$ cat src/core/fpa_pkg.sv
// What this block does
// - Storing interrupt register writes its bits; unused high positions are written as ones.
// - Store panel switches copies the 28 synchronised toggles to the memory result.
// - Multiply: high product part to A, low part to B, sign in both.
// - Operand length n comes from instruction bits 26 to 22, range 0 to 27.
// - After multiply, C holds the initial A and X is cleared.
// - Multiply with n zero gives A zero, B operand, C initial A, X zero.
// - A zero multiplier or multiplicand gives a zero product whenever n is nonzero.
// - Divide puts n-bit signed quotient in A, dividend-signed remainder in B.
// - Divide sets overflow when quotient magnitude reaches one.
// - Zero or full-scale negative divisor zeroes A and B and sets overflow.
// - Zero dividend with a valid divisor gives zero quotient, overflow untouched.
// - Divide with n zero is absolute value; B kept, X cleared.
// - Double-length divide uses A and B together as the dividend.
// - Add sets carry out of the top bit and overflow past full scale.
// - Masking ANDs the operand with B; lower-half carries into bit 14 stay.
// - Upper-half immediates take operand bit 13 as the sign.
// - Subtract adds the ones complement plus one, same flags and masking.
// - Half-word add blocks the mid carry; flags come from the upper half.
// - Sum to memory writes memory and C, leaving A unchanged.
// - Sum to memory of a full-scale negative operand and a non-positive A flips the sign bit, sets overflow.
// - Difference to memory writes memory minus A to memory and C.
// - Index decrement wraps modulo two to the fourteenth and touches no indicator.
// - Normal mode with operand field all ones takes B as operand.
`default_nettype none
package fpa_pkg;
	localparam int Q_MIN_W = 14;
	localparam int Q_STEP_W = 7;
	localparam int Q_STEPS = 1;
	localparam int Q_W = Q_MIN_W + Q_STEP_W * Q_STEPS;
	localparam int MASK_BIT = 27;
	localparam int N_HI = 26;
	localparam int N_LO = 22;
	localparam int OP_HI = 21;
	localparam int OP_LO = 17;
	localparam int MODE_HI = 16;
	localparam int MODE_LO = 14;
	localparam int ST_BUSY = 0;
	localparam int ST_OVF = 1;
	localparam int ST_CARRY = 2;
	localparam int ST_MEMWR = 3;
	localparam logic [13:0] REG_OPF = 14'h3fff;
	localparam logic [27:0] FULL_NEG = 28'h800_0000;
	localparam logic [27:0] RST_WORD = 28'h000_0000;
	localparam logic [13:0] RST_IDX = 14'h0000;
	localparam logic [7:0] ADR_INSTR = 8'h00;
	localparam logic [7:0] ADR_MEMIN = 8'h04;
	localparam logic [7:0] ADR_A = 8'h08;
	localparam logic [7:0] ADR_B = 8'h0c;
	localparam logic [7:0] ADR_C = 8'h10;
	localparam logic [7:0] ADR_X = 8'h14;
	localparam logic [7:0] ADR_IDX1 = 8'h18;
	localparam logic [7:0] ADR_STATUS = 8'h24;
	localparam logic [7:0] ADR_MEMOUT = 8'h28;
	localparam logic [7:0] ADR_PC = 8'h2c;
	localparam logic [1:0] RESP_OKAY = 2'h0;
	localparam logic [1:0] RESP_SLVERR = 2'h2;
	typedef enum logic [4:0] {
		OP_STQ = 5'h00,
		OP_STP = 5'h01,
		OP_MUL = 5'h02,
		OP_DIV = 5'h03,
		OP_ADD = 5'h04,
		OP_SUB = 5'h05,
		OP_HWA = 5'h06,
		OP_ADM = 5'h07,
		OP_SBM = 5'h08,
		OP_DIX1 = 5'h09,
		OP_DIX2 = 5'h0a,
		OP_DIX3 = 5'h0b
	} fpa_op_t;
	typedef enum logic [2:0] {
		MD_N = 3'h0,
		MD_I = 3'h1,
		MD_L = 3'h2,
		MD_U = 3'h3,
		MD_H = 3'h4
	} fpa_mode_t;
	typedef enum logic [1:0] {
		ST_IDLE = 2'h0,
		ST_EXEC = 2'h1,
		ST_WAIT = 2'h2
	} fpa_state_t;
endpackage
`default_nettype wire

$ cat src/core/fpa_seq_engine.sv
`timescale 1ns/100ps
`default_nettype none
module fpa_seq_engine (
	input wire logic ref_clk,
	input wire logic rst,
	input wire logic start,
	input wire logic isDiv,
	input wire logic [4:0] steps,
	input wire logic [27:0] mcand,
	input wire logic [28:0] hiInit,
	input wire logic [26:0] loInit,
	output logic done,
	output logic [28:0] hi,
	output logic [26:0] lo
);
	logic [4:0] left;
	logic [28:0] sum;
	logic [28:0] trial;
	logic fits;

	// One product or quotient bit per cycle keeps the datapath to one adder.
	assign sum = hi + (lo[0] ? {1'h0, mcand} : 29'h0000_0000);
	assign trial = {hi[27:0], lo[26]};
	assign fits = trial >= {1'h0, mcand};

	always_ff @(posedge ref_clk) begin
		if (rst) begin
			left <= 5'h00;
			hi <= 29'h0000_0000;
			lo <= 27'h000_0000;
			done <= 1'h0;
		end else if (start) begin
			left <= steps;
			hi <= hiInit;
			lo <= loInit;
			done <= 1'h0;
		end else begin
			done <= left == 5'h01;
			if (left != 5'h00) begin
				left <= left - 5'h01;
				if (isDiv) begin
					hi <= fits ? trial - {1'h0, mcand} : trial;
					lo <= {lo[25:0], fits};
				end else begin
					hi <= {1'h0, sum[28:1]};
					lo <= {sum[0], lo[26:1]};
				end
			end
		end
	end
endmodule
`default_nettype wire

$ cat src/core/fpa_arith_unit.sv
`timescale 1ns/100ps
`default_nettype none
module fpa_arith_unit (
	input wire logic ref_clk,
	input wire logic rst,
	input wire logic [27:0] panelSwitches,
	input wire logic [fpa_pkg::Q_W-1:0] interruptReg,
	input wire logic s_axi_awvalid,
	output logic s_axi_awready,
	input wire logic [7:0] s_axi_awaddr,
	input wire logic s_axi_wvalid,
	output logic s_axi_wready,
	input wire logic [31:0] s_axi_wdata,
	input wire logic [3:0] s_axi_wstrb,
	output logic s_axi_bvalid,
	input wire logic s_axi_bready,
	output logic [1:0] s_axi_bresp,
	input wire logic s_axi_arvalid,
	output logic s_axi_arready,
	input wire logic [7:0] s_axi_araddr,
	output logic s_axi_rvalid,
	input wire logic s_axi_rready,
	output logic [31:0] s_axi_rdata,
	output logic [1:0] s_axi_rresp
);
	fpa_pkg::fpa_state_t state;
	logic [27:0] instr;
	logic [27:0] memIn;
	logic [27:0] aReg;
	logic [27:0] bReg;
	logic [27:0] cReg;
	logic [13:0] xReg;
	logic [13:0] idxReg [3];
	logic [27:0] memOut;
	logic [13:0] pc;
	logic ovf;
	logic carry;
	logic memWrFlag;
	logic [27:0] swMeta;
	logic [27:0] swSync;
	logic [fpa_pkg::Q_W-1:0] qMeta;
	logic [fpa_pkg::Q_W-1:0] qSync;
	logic awHeld;
	logic wHeld;
	logic [7:0] awAddr;
	logic [31:0] wData;
	logic [3:0] wStrb;
	logic wrFire;
	logic regWr;
	logic swWr;
	logic startOp;
	logic [27:0] wVal;
	logic [3:0] clrSt;
	fpa_pkg::fpa_op_t op;
	fpa_pkg::fpa_mode_t mode;
	logic [4:0] nLen;
	logic [13:0] opf;
	logic maskEn;
	logic [27:0] eo;
	logic [27:0] eoM;
	logic [27:0] magA;
	logic [27:0] opMag;
	logic [26:0] nMask;
	logic [26:0] mulM;
	logic mulNeg;
	logic divBad;
	logic divOvf;
	logic longOp;
	logic commit;
	logic engStart;
	logic engDone;
	logic [28:0] engHi;
	logic [26:0] engLo;
	logic [26:0] quot;
	logic [27:0] addX;
	logic [27:0] addY;
	logic addCin;
	logic [28:0] addSum;
	logic addOvf;
	logic [13:0] hwLo;
	logic [14:0] hwHi;
	logic hwOvf;
	logic admFix;
	logic [27:0] next_a;
	logic [27:0] next_b;
	logic [27:0] next_c;
	logic [27:0] next_mem;
	logic ldA;
	logic ldB;
	logic ldC;
	logic ldMem;
	logic clrX;
	logic setOvf;
	logic setCarry;

	function automatic logic [27:0] absw(input logic [27:0] v);
		absw = v[27] ? 28'(-v) : v;
	endfunction

	function automatic logic addrOk(input logic [7:0] adr);
		addrOk = adr[1:0] == 2'h0 && adr <= fpa_pkg::ADR_PC;
	endfunction

	function automatic logic [27:0] rdMux(input logic [7:0] adr);
		case (adr)
			fpa_pkg::ADR_INSTR: rdMux = instr;
			fpa_pkg::ADR_MEMIN: rdMux = memIn;
			fpa_pkg::ADR_A: rdMux = aReg;
			fpa_pkg::ADR_B: rdMux = bReg;
			fpa_pkg::ADR_C: rdMux = cReg;
			fpa_pkg::ADR_X: rdMux = {14'h0000, xReg};
			fpa_pkg::ADR_IDX1: rdMux = {14'h0000, idxReg[0]};
			fpa_pkg::ADR_IDX1 + 8'h04: rdMux = {14'h0000, idxReg[1]};
			fpa_pkg::ADR_IDX1 + 8'h08: rdMux = {14'h0000, idxReg[2]};
			fpa_pkg::ADR_STATUS: rdMux = {24'h00_0000, memWrFlag, carry, ovf, state != fpa_pkg::ST_IDLE};
			fpa_pkg::ADR_MEMOUT: rdMux = memOut;
			fpa_pkg::ADR_PC: rdMux = {14'h0000, pc};
			default: rdMux = 28'h000_0000;
		endcase
	endfunction

	// Panel toggles and interrupt lines are asynchronous to ref_clk.
	always_ff @(posedge ref_clk) begin
		swMeta <= panelSwitches;
		swSync <= swMeta;
		qMeta <= interruptReg;
		qSync <= qMeta;
	end

	// Write address and data are taken independently; the write lands once both are held.
	assign s_axi_awready = !awHeld;
	assign s_axi_wready = !wHeld;
	assign s_axi_arready = !s_axi_rvalid;
	assign wrFire = awHeld && wHeld && !s_axi_bvalid;
	assign regWr = wrFire && addrOk(awAddr);
	assign swWr = regWr && state == fpa_pkg::ST_IDLE;
	assign startOp = swWr && awAddr == fpa_pkg::ADR_INSTR;
	assign clrSt = regWr && awAddr == fpa_pkg::ADR_STATUS && wStrb[0] ? wData[3:0] : 4'h0;

	always_comb begin
		wVal = rdMux(awAddr);
		for (int i = 0; i < 4; i++) begin
			if (wStrb[i]) begin
				if (i == 3) wVal[27:24] = wData[27:24];
				else wVal[i*8 +: 8] = wData[i*8 +: 8];
			end
		end
	end

	always_ff @(posedge ref_clk) begin
		if (rst) begin
			awHeld <= 1'h0;
			wHeld <= 1'h0;
			awAddr <= 8'h00;
			wData <= 32'h0000_0000;
			wStrb <= 4'h0;
		end else if (wrFire) begin
			awHeld <= 1'h0;
			wHeld <= 1'h0;
		end else begin
			if (s_axi_awvalid && !awHeld) begin
				awHeld <= 1'h1;
				awAddr <= s_axi_awaddr;
			end
			if (s_axi_wvalid && !wHeld) begin
				wHeld <= 1'h1;
				wData <= s_axi_wdata;
				wStrb <= s_axi_wstrb;
			end
		end
	end

	always_ff @(posedge ref_clk) begin
		if (rst) begin
			s_axi_bvalid <= 1'h0;
			s_axi_bresp <= fpa_pkg::RESP_OKAY;
		end else if (wrFire) begin
			s_axi_bvalid <= 1'h1;
			s_axi_bresp <= addrOk(awAddr) ? fpa_pkg::RESP_OKAY : fpa_pkg::RESP_SLVERR;
		end else if (s_axi_bready) begin
			s_axi_bvalid <= 1'h0;
		end
	end

	always_ff @(posedge ref_clk) begin
		if (rst) begin
			s_axi_rvalid <= 1'h0;
			s_axi_rdata <= 32'h0000_0000;
			s_axi_rresp <= fpa_pkg::RESP_OKAY;
		end else if (s_axi_arvalid && !s_axi_rvalid) begin
			s_axi_rvalid <= 1'h1;
			s_axi_rdata <= {4'h0, rdMux(s_axi_araddr)};
			s_axi_rresp <= addrOk(s_axi_araddr) ? fpa_pkg::RESP_OKAY : fpa_pkg::RESP_SLVERR;
		end else if (s_axi_rready) begin
			s_axi_rvalid <= 1'h0;
		end
	end

	assign op = fpa_pkg::fpa_op_t'(instr[fpa_pkg::OP_HI:fpa_pkg::OP_LO]);
	assign mode = fpa_pkg::fpa_mode_t'(instr[fpa_pkg::MODE_HI:fpa_pkg::MODE_LO]);
	assign nLen = instr[fpa_pkg::N_HI:fpa_pkg::N_LO];
	assign opf = instr[13:0];
	assign maskEn = instr[fpa_pkg::MASK_BIT];

	always_comb begin
		case (mode)
			fpa_pkg::MD_L: eo = {14'h0000, opf};
			fpa_pkg::MD_U: eo = {opf, 14'h0000};
			default: eo = mode == fpa_pkg::MD_N && opf == fpa_pkg::REG_OPF ? bReg : memIn;
		endcase
		eoM = maskEn ? eo & bReg : eo;
	end

	assign magA = absw(aReg);
	assign opMag = absw(eoM);
	// Lengths above 27 are outside the field's range and are treated as 27 bits wide.
	assign nMask = 27'((28'h000_0001 << nLen) - 28'h000_0001);
	assign mulM = opMag[26:0] & nMask;
	assign mulNeg = (aReg[27] ^ eoM[27]) && magA != 28'h000_0000 && mulM != 27'h000_0000;
	assign divBad = eoM == 28'h000_0000 || eoM == fpa_pkg::FULL_NEG;
	assign divOvf = magA >= opMag;
	assign longOp = nLen != 5'h00 && (op == fpa_pkg::OP_MUL || (op == fpa_pkg::OP_DIV && !divBad));
	assign engStart = state == fpa_pkg::ST_EXEC && longOp;
	assign commit = (state == fpa_pkg::ST_EXEC && !longOp) || (state == fpa_pkg::ST_WAIT && engDone);
	assign quot = engLo & nMask;

	fpa_seq_engine u_engine (
		.ref_clk(ref_clk),
		.rst(rst),
		.start(engStart),
		.isDiv(op == fpa_pkg::OP_DIV),
		.steps(nLen > 5'h1b ? 5'h1b : nLen),
		.mcand(op == fpa_pkg::OP_DIV ? opMag : magA),
		// An overflowing quotient below two loses only its top digit, taken off before the loop.
		.hiInit(op == fpa_pkg::OP_DIV ? {1'h0, divOvf ? magA - opMag : magA} : 29'h0000_0000),
		.loInit(op != fpa_pkg::OP_DIV ? mulM : mode == fpa_pkg::MD_H ? bReg[26:0] : 27'h000_0000),
		.done(engDone),
		.hi(engHi),
		.lo(engLo)
	);

	always_comb begin
		addX = aReg;
		addY = eoM;
		addCin = 1'h0;
		case (op)
			fpa_pkg::OP_SUB: begin
				addY = ~eoM;
				addCin = 1'h1;
			end
			fpa_pkg::OP_ADM: begin
				addX = eoM;
				addY = aReg;
			end
			fpa_pkg::OP_SBM: begin
				addX = eoM;
				addY = ~aReg;
				addCin = 1'h1;
			end
			default: begin
			end
		endcase
	end

	assign addSum = {1'h0, addX} + {1'h0, addY} + {28'h000_0000, addCin};
	assign addOvf = addX[27] == addY[27] && addSum[27] != addX[27];
	assign hwLo = addX[13:0] + addY[13:0];
	assign hwHi = {1'h0, addX[27:14]} + {1'h0, addY[27:14]};
	assign hwOvf = addX[27] == addY[27] && hwHi[13] != addX[27];
	assign admFix = eoM == fpa_pkg::FULL_NEG && (aReg[27] || aReg == 28'h000_0000);

	always_comb begin
		next_a = aReg;
		next_b = bReg;
		next_c = cReg;
		next_mem = memOut;
		ldA = 1'h0;
		ldB = 1'h0;
		ldC = 1'h0;
		ldMem = 1'h0;
		clrX = 1'h0;
		setOvf = 1'h0;
		setCarry = 1'h0;
		case (op)
			fpa_pkg::OP_STQ: begin
				ldMem = 1'h1;
				next_mem = {{(28 - fpa_pkg::Q_W){1'h1}}, qSync};
			end
			fpa_pkg::OP_STP: begin
				ldMem = 1'h1;
				next_mem = swSync;
			end
			fpa_pkg::OP_MUL: begin
				ldA = 1'h1;
				ldB = 1'h1;
				ldC = 1'h1;
				clrX = 1'h1;
				next_c = aReg;
				if (nLen == 5'h00) begin
					next_a = 28'h000_0000;
					next_b = eoM;
				end else if (mulNeg) begin
					next_a = engLo == 27'h000_0000 ? 28'(-engHi[27:0]) : ~engHi[27:0];
					next_b = engLo == 27'h000_0000 ? {1'h1, engLo} : {1'h1, 27'(-engLo)};
				end else begin
					next_a = engHi[27:0];
					next_b = {1'h0, engLo};
				end
			end
			fpa_pkg::OP_DIV: begin
				ldA = 1'h1;
				clrX = 1'h1;
				ldC = 1'h1;
				if (nLen == 5'h00) begin
					next_a = opMag;
					next_c = magA;
				end else if (divBad) begin
					ldB = 1'h1;
					next_a = 28'h000_0000;
					next_b = 28'h000_0000;
					next_c = opMag;
					setOvf = 1'h1;
				end else begin
					ldB = 1'h1;
					next_c = opMag;
					setOvf = divOvf;
					// A zero quotient never takes a sign, so zero dividends stay plain zero.
					next_a = (aReg[27] ^ eoM[27]) && quot != 27'h000_0000 ?
						28'(-{1'h0, quot}) : {1'h0, quot};
					next_b = aReg[27] ? 28'(-engHi[27:0]) : engHi[27:0];
				end
			end
			fpa_pkg::OP_ADD, fpa_pkg::OP_SUB: begin
				ldA = 1'h1;
				next_a = addSum[27:0];
				setOvf = addOvf;
				setCarry = addSum[28];
			end
			fpa_pkg::OP_HWA: begin
				ldA = 1'h1;
				next_a = {hwHi[13:0], hwLo};
				setOvf = hwOvf;
				setCarry = hwHi[14];
			end
			fpa_pkg::OP_ADM, fpa_pkg::OP_SBM: begin
				ldMem = 1'h1;
				ldC = 1'h1;
				next_mem = addSum[27:0];
				setCarry = addSum[28];
				setOvf = addOvf;
				if (op == fpa_pkg::OP_ADM && admFix) begin
					next_mem[27] = ~addSum[27];
					setOvf = 1'h1;
				end
				next_c = next_mem;
			end
			default: begin
			end
		endcase
	end

	always_ff @(posedge ref_clk) begin
		if (rst) begin
			state <= fpa_pkg::ST_IDLE;
		end else begin
			case (state)
				fpa_pkg::ST_IDLE: if (startOp) state <= fpa_pkg::ST_EXEC;
				fpa_pkg::ST_EXEC: state <= longOp ? fpa_pkg::ST_WAIT : fpa_pkg::ST_IDLE;
				fpa_pkg::ST_WAIT: if (engDone) state <= fpa_pkg::ST_IDLE;
				default: state <= fpa_pkg::ST_IDLE;
			endcase
		end
	end

	// Software may load working registers only while idle, so a commit never collides.
	always_ff @(posedge ref_clk) begin
		if (rst) begin
			instr <= fpa_pkg::RST_WORD;
			memIn <= fpa_pkg::RST_WORD;
			aReg <= fpa_pkg::RST_WORD;
			bReg <= fpa_pkg::RST_WORD;
			cReg <= fpa_pkg::RST_WORD;
			xReg <= fpa_pkg::RST_IDX;
		end else if (commit) begin
			if (ldA) aReg <= next_a;
			if (ldB) bReg <= next_b;
			if (ldC) cReg <= next_c;
			if (clrX) xReg <= fpa_pkg::RST_IDX;
		end else if (swWr) begin
			case (awAddr)
				fpa_pkg::ADR_INSTR: instr <= wVal;
				fpa_pkg::ADR_MEMIN: memIn <= wVal;
				fpa_pkg::ADR_A: aReg <= wVal;
				fpa_pkg::ADR_B: bReg <= wVal;
				fpa_pkg::ADR_C: cReg <= wVal;
				fpa_pkg::ADR_X: xReg <= wVal[13:0];
				default: begin
				end
			endcase
		end
	end

	for (genvar k = 0; k < 3; k++) begin : g_idx
		always_ff @(posedge ref_clk) begin
			if (rst) begin
				idxReg[k] <= fpa_pkg::RST_IDX;
			end else if (commit && op == fpa_pkg::fpa_op_t'(5'(fpa_pkg::OP_DIX1 + k))) begin
				idxReg[k] <= idxReg[k] - eoM[13:0];
			end else if (swWr && awAddr == fpa_pkg::ADR_IDX1 + 8'(4 * k)) begin
				idxReg[k] <= wVal[13:0];
			end
		end
	end

	always_ff @(posedge ref_clk) begin
		if (rst) begin
			pc <= fpa_pkg::RST_IDX;
			memOut <= fpa_pkg::RST_WORD;
		end else begin
			if (commit) pc <= pc + 14'h0001;
			else if (swWr && awAddr == fpa_pkg::ADR_PC) pc <= wVal[13:0];
			if (commit && ldMem) memOut <= next_mem;
		end
	end

	// Indicators are sticky; a hardware set in the same cycle as a clear wins.
	always_ff @(posedge ref_clk) begin
		if (rst) begin
			ovf <= 1'h0;
			carry <= 1'h0;
			memWrFlag <= 1'h0;
		end else begin
			if (commit && setOvf) ovf <= 1'h1;
			else if (clrSt[fpa_pkg::ST_OVF]) ovf <= 1'h0;
			if (commit && setCarry) carry <= 1'h1;
			else if (clrSt[fpa_pkg::ST_CARRY]) carry <= 1'h0;
			if (commit && ldMem) memWrFlag <= 1'h1;
			else if (clrSt[fpa_pkg::ST_MEMWR]) memWrFlag <= 1'h0;
		end
	end
endmodule
`default_nettype wire

$ cat config.mk
export PLATFORM = sky130hd
export DESIGN_NAME = fpa_arith_unit
export DESIGN_NICKNAME = d
export VERILOG_FILES = /design/src/core/fpa_pkg.sv /design/src/core/fpa_seq_engine.sv /design/src/core/fpa_arith_unit.sv
export SDC_FILE = /design/constraint.sdc
export NUM_CORES = 2
export LEC_CHECK = 0
export ABC_AREA = 1
export BUFFER_PORTS_ARGS = -buffer_cell sky130_fd_sc_hd__buf_4
export CORE_ASPECT_RATIO = 0.75
export CORE_MARGIN = 1
export CORE_UTILIZATION = 25
export CTS_CLUSTER_DIAMETER = 30
export CTS_CLUSTER_SIZE = 8
export DETAILED_ROUTE_END_ITERATION = 10
export HOLD_SLACK_MARGIN = 0.06
export MAX_ROUTING_LAYER = met4
export PLACE_DENSITY_LB_ADDON = 0.05
export SYNTH_ARGS = -nofsm -noshare
export SYNTH_HDL_FRONTEND = slang
export SYNTH_SLANG_ARGS = --single-unit
$ cat constraint.sdc
create_clock -name ref_clk -period 6.3 [get_ports ref_clk]
set_clock_uncertainty 0.05 [all_clocks]
set_input_delay 0.945 -clock ref_clk [delete_from_list [all_inputs] [get_ports ref_clk]]
set_output_delay 0.945 -clock ref_clk [all_outputs]
set_load 0.05 [all_outputs]
==> metrics <==
clock share of power=0.465; Hold EP=qMeta[7]; # clock sinks=477; FF+latch area=about 0.01 mm²; commonest non-fill, non-tap cells in the layout=nand2_1, inv_1, buf_4; CP max stage cell=dfxtp_1; Starting Density=0.253; syn_area_per_cell=6.21 µm²; f_max=167 MHz; drt pass-1 iters=6; Inserted Clock Buffers=143; final hold violations=0; WL/cell=around 31 µm; final setup fails=0; R2R Setup Slk=0.31 ns; period utilization=0.951; Seq cells post-synth=477; crit path max fanout=6; crit path DAT=6.57 ns; largest net degree at the start of global routing=76; dpl hpwl=235,000 µm; gr usage total=0.354; Clock Latency Late Sink=0.80 ns; core area=0.160 mm²; Syn Inst Count=~6,500; YS warnings=0; worst hold path stage count=1; multi-input logic area=roughly 0.026 mm²; Slew Limit Fails=0; Max Cap Violations=0; Worst Tran Pin Value=1.34 ns; Worst Hold Class=in -> reg; Iteration-0 DRC Markers=7,399; Longest Clk Path Bufs=3; hold path start=interruptReg[7]; GRT met2 Usage=0.424; CTS tree=done; grt met3 use=0.116; EDFF count, synth=42; slowest stage delay, CP=0.39 ns; clk root buf=clkbuf_16; Internal Power=0.0103 W; routed vias/inst=roughly 5.5; GRT overflow=0; number of H-tree levels=4; final instance area=roughly 0.052 mm²; layout cells sized above 1=0.148; Logic pwr share=0.315; switching portion of total power=0.372; nets=between 7,000 and 8,000; worst path required time=between 6 and 7 ns; fin crit period=about 6 ns; Distinct cells, synth=between 70 and 80; Async SR Flop Fraction=0; Slew headroom=0.0944; RePlAce Congestion=1.06; Seq/Total Area, Yosys=0.246; gr busiest metal=met1; RSZ-0062 raised after global routing=false; sequential share of power=0.220; Die W=~470 µm; vias in the first global route=45,600; Worst VDD drop=0.000349 V; Total Wirelength=289,000 µm; via count=50,400; pwr/cell area=315 mW/mm²; r2r worst-path depth=29; CP bufs+invs=9; WS Path Type=reg -> reg; CP Launch Type=flip-flop; Net Switching=~0.0061 W; PortBufs=138; detailed-route DRC error count=0; # fillers=17,800; hold_ws=0.207 ns; met1 Use GR=0.538; number of routed nets with antenna violations=0; main flop type after synthesis=dfxtp_1; CP Capture Type=flip-flop; placed instance area=0.0466 mm²; Top-Level Pins=about 150; Leak=24.1 nW; most common cell after layout, fill and taps aside=nand2_1; full die area=0.164 mm²; layout overhead on the synthesized area=27.9%; Chip Height=351 µm; reg2reg end=ovf; Post-Syn Area=0.0405 mm²; first-pass GRT wire length=389,000 µm; initial antenna violation count=34; row cnt=127; Worst-path clk slew=0.04 ns; Top delay family on crit path=compound AO/OA/AOI/OAI gates; Setup TNS Final=0 ns; RR Startpoint=instr[21]; outcome=finished, final reports clean
-- sequential cells by signal, summed over array words and instances, names as in the netlist, 8 cells and up --
signal / flops
instr: 28
bReg: 28
pc: 14
swSync: 28
memOut: 28
memIn: 28
s_axi_rdata: 28
qMeta: 21
u_engine.hi: 29
cReg: 28
awAddr: 8
idxReg: 42
qSync: 21
u_engine.lo: 27
swMeta: 28
xReg: 14
aReg: 28
wData: 28
-- cell usage after synthesis (10+ instances only) --
library cell,n,area [µm²]
nand4_1,58,363
edfxtp_1,42,1260
inv_1,808,3030
a21oi_1,481,2410
or2_2,21,131
o22ai_1,188,1180
nor3b_1,12,90.1
nand3_2,19,190
a22oi_1,22,165
o21bai_1,10,75.1
a211oi_1,14,105
nor2_4,10,113
o211ai_1,57,428
o21ai_0,587,2940
nand2_2,22,138
clkbuf_1,232,871
nand3_1,443,2220
nor3_1,101,505
ha_1,159,1990
o31ai_1,31,233
o21ai_1,15,75.1
a221oi_1,74,648
dfxtp_1,435,8710
o221ai_1,33,289
xnor2_1,59,517
nand2_1,1521,5710
nand3b_1,24,180
nor4_1,17,106
buf_1,24,90.1
buf_2,55,275
inv_2,21,78.8
xor2_1,152,1330
buf_6,11,124
o2111ai_1,19,166
buf_4,26,195
nor2_2,10,62.6
a31oi_1,61,382
nor2_1,547,2050
-- worst register-to-register path: cells and delay by family (launching register included) --
| family | cells | cell delay (ns) |
|---|---|---|
| compound gates | 10 | 2.49 |
| simple gates | 9 | 1.52 |
| buf+inv | 9 | 1.18 |
| flops | 1 | 0.39 |
| fa+ha+maj | 1 | 0.21 |
-- worst max-delay path by stage --
stage	from	to	slack, ns	cells past startpoint
global placement	instr[13]	u_engine.hi[27]	-0.22	40
CTS	instr[13]	u_engine.hi[6]	0.02	34
finish	instr[21]	ovf	0.31	29
floorplan	instr[21]	u_engine.hi[25]	1.44	32
global route	instr[0]	u_engine.hi[2]	0.007	38
detailed placement	instr[13]	u_engine.hi[6]	-0.04	36
-- power by group through the flow --
stage | Sequential [W] | Combinational [W] | Clock (W)
final | 0.00359 | 0.00515 | 0.00759
after global routing | 0.00361 | 0.00564 | 0.00785
after global placement | 0.00364 | 0.00503 | 0
after CTS | 0.00358 | 0.00503 | 0.00769
after detailed placement | 0.00364 | 0.00500 | 0
after floorplan | 0.00346 | 0.00300 | 0
-- cells by family (layout without fill, tap and decap cells) --
group | Yosys count | in the layout | synth area share
other | 1 | 23 | 0.0000925
flip-flops | 477 | 477 | 0.246
adder cells (fa/ha/maj) | 166 | 166 | 0.0525
AO/OA/AOI/OAI | 1656 | 1656 | 0.240
buffers and inverters | 1187 | 1719 | 0.116
XOR/XNOR | 212 | 212 | 0.0460
AND/OR/NAND/NOR | 2827 | 2827 | 0.299
-- what timing repair did --
| action | in CTS | in global routing |
|---|---|---|
| setup endpoints to repair | 20 | 34 |
| setup buffers | 0 | 2 |
| endpoints found under the hold margin | 0 | 0 |
| gates resized for setup | 1 | 43 |
| pin swaps | 0 | 5 |
| hold buffers | 0 | 0 |
-- cell type report --
type                            instances  share of cell area
Clock buffer                          191              0.0799
Sequential cell                       477               0.192
Multi-Input combinational cell       4867               0.503
Timing Repair Buffer                  622              0.0935
Inverter                              838              0.0608
Antenna cell                           17            0.000821
Tap cell                             2128              0.0514
Clock inverter                         68              0.0181
-- per-layer routing --
| layer | vias up | part of all wire |
|---|---|---|
| met5 | - | 0 |
| met4 | 0 | 0.024 |
| met3 | 299 | 0.12 |
| met2 | 2755 | 0.35 |
| met1 | 24500 | 0.50 |
| li1 | 22900 | - |
-- through the flow --
| stage | total power (W) | setup slack (ns) | instances | util |
|---|---|---|---|---|
| after floorplan | 0.00646 | 1.44 | 6531 | - |
| after global placement | 0.00866 | -0.222 | 8930 | 0.290 |
| after detailed placement | 0.00864 | -0.0361 | 8930 | 0.290 |
| after CTS | 0.0163 | 0.0158 | 9189 | 0.322 |
| after global routing | 0.0171 | 0.00675 | 9205 | 0.323 |
| final | 0.0163 | 0.306 | 9208 | 0.323 |
No activity file was read; power rests on OpenSTA's default activity.
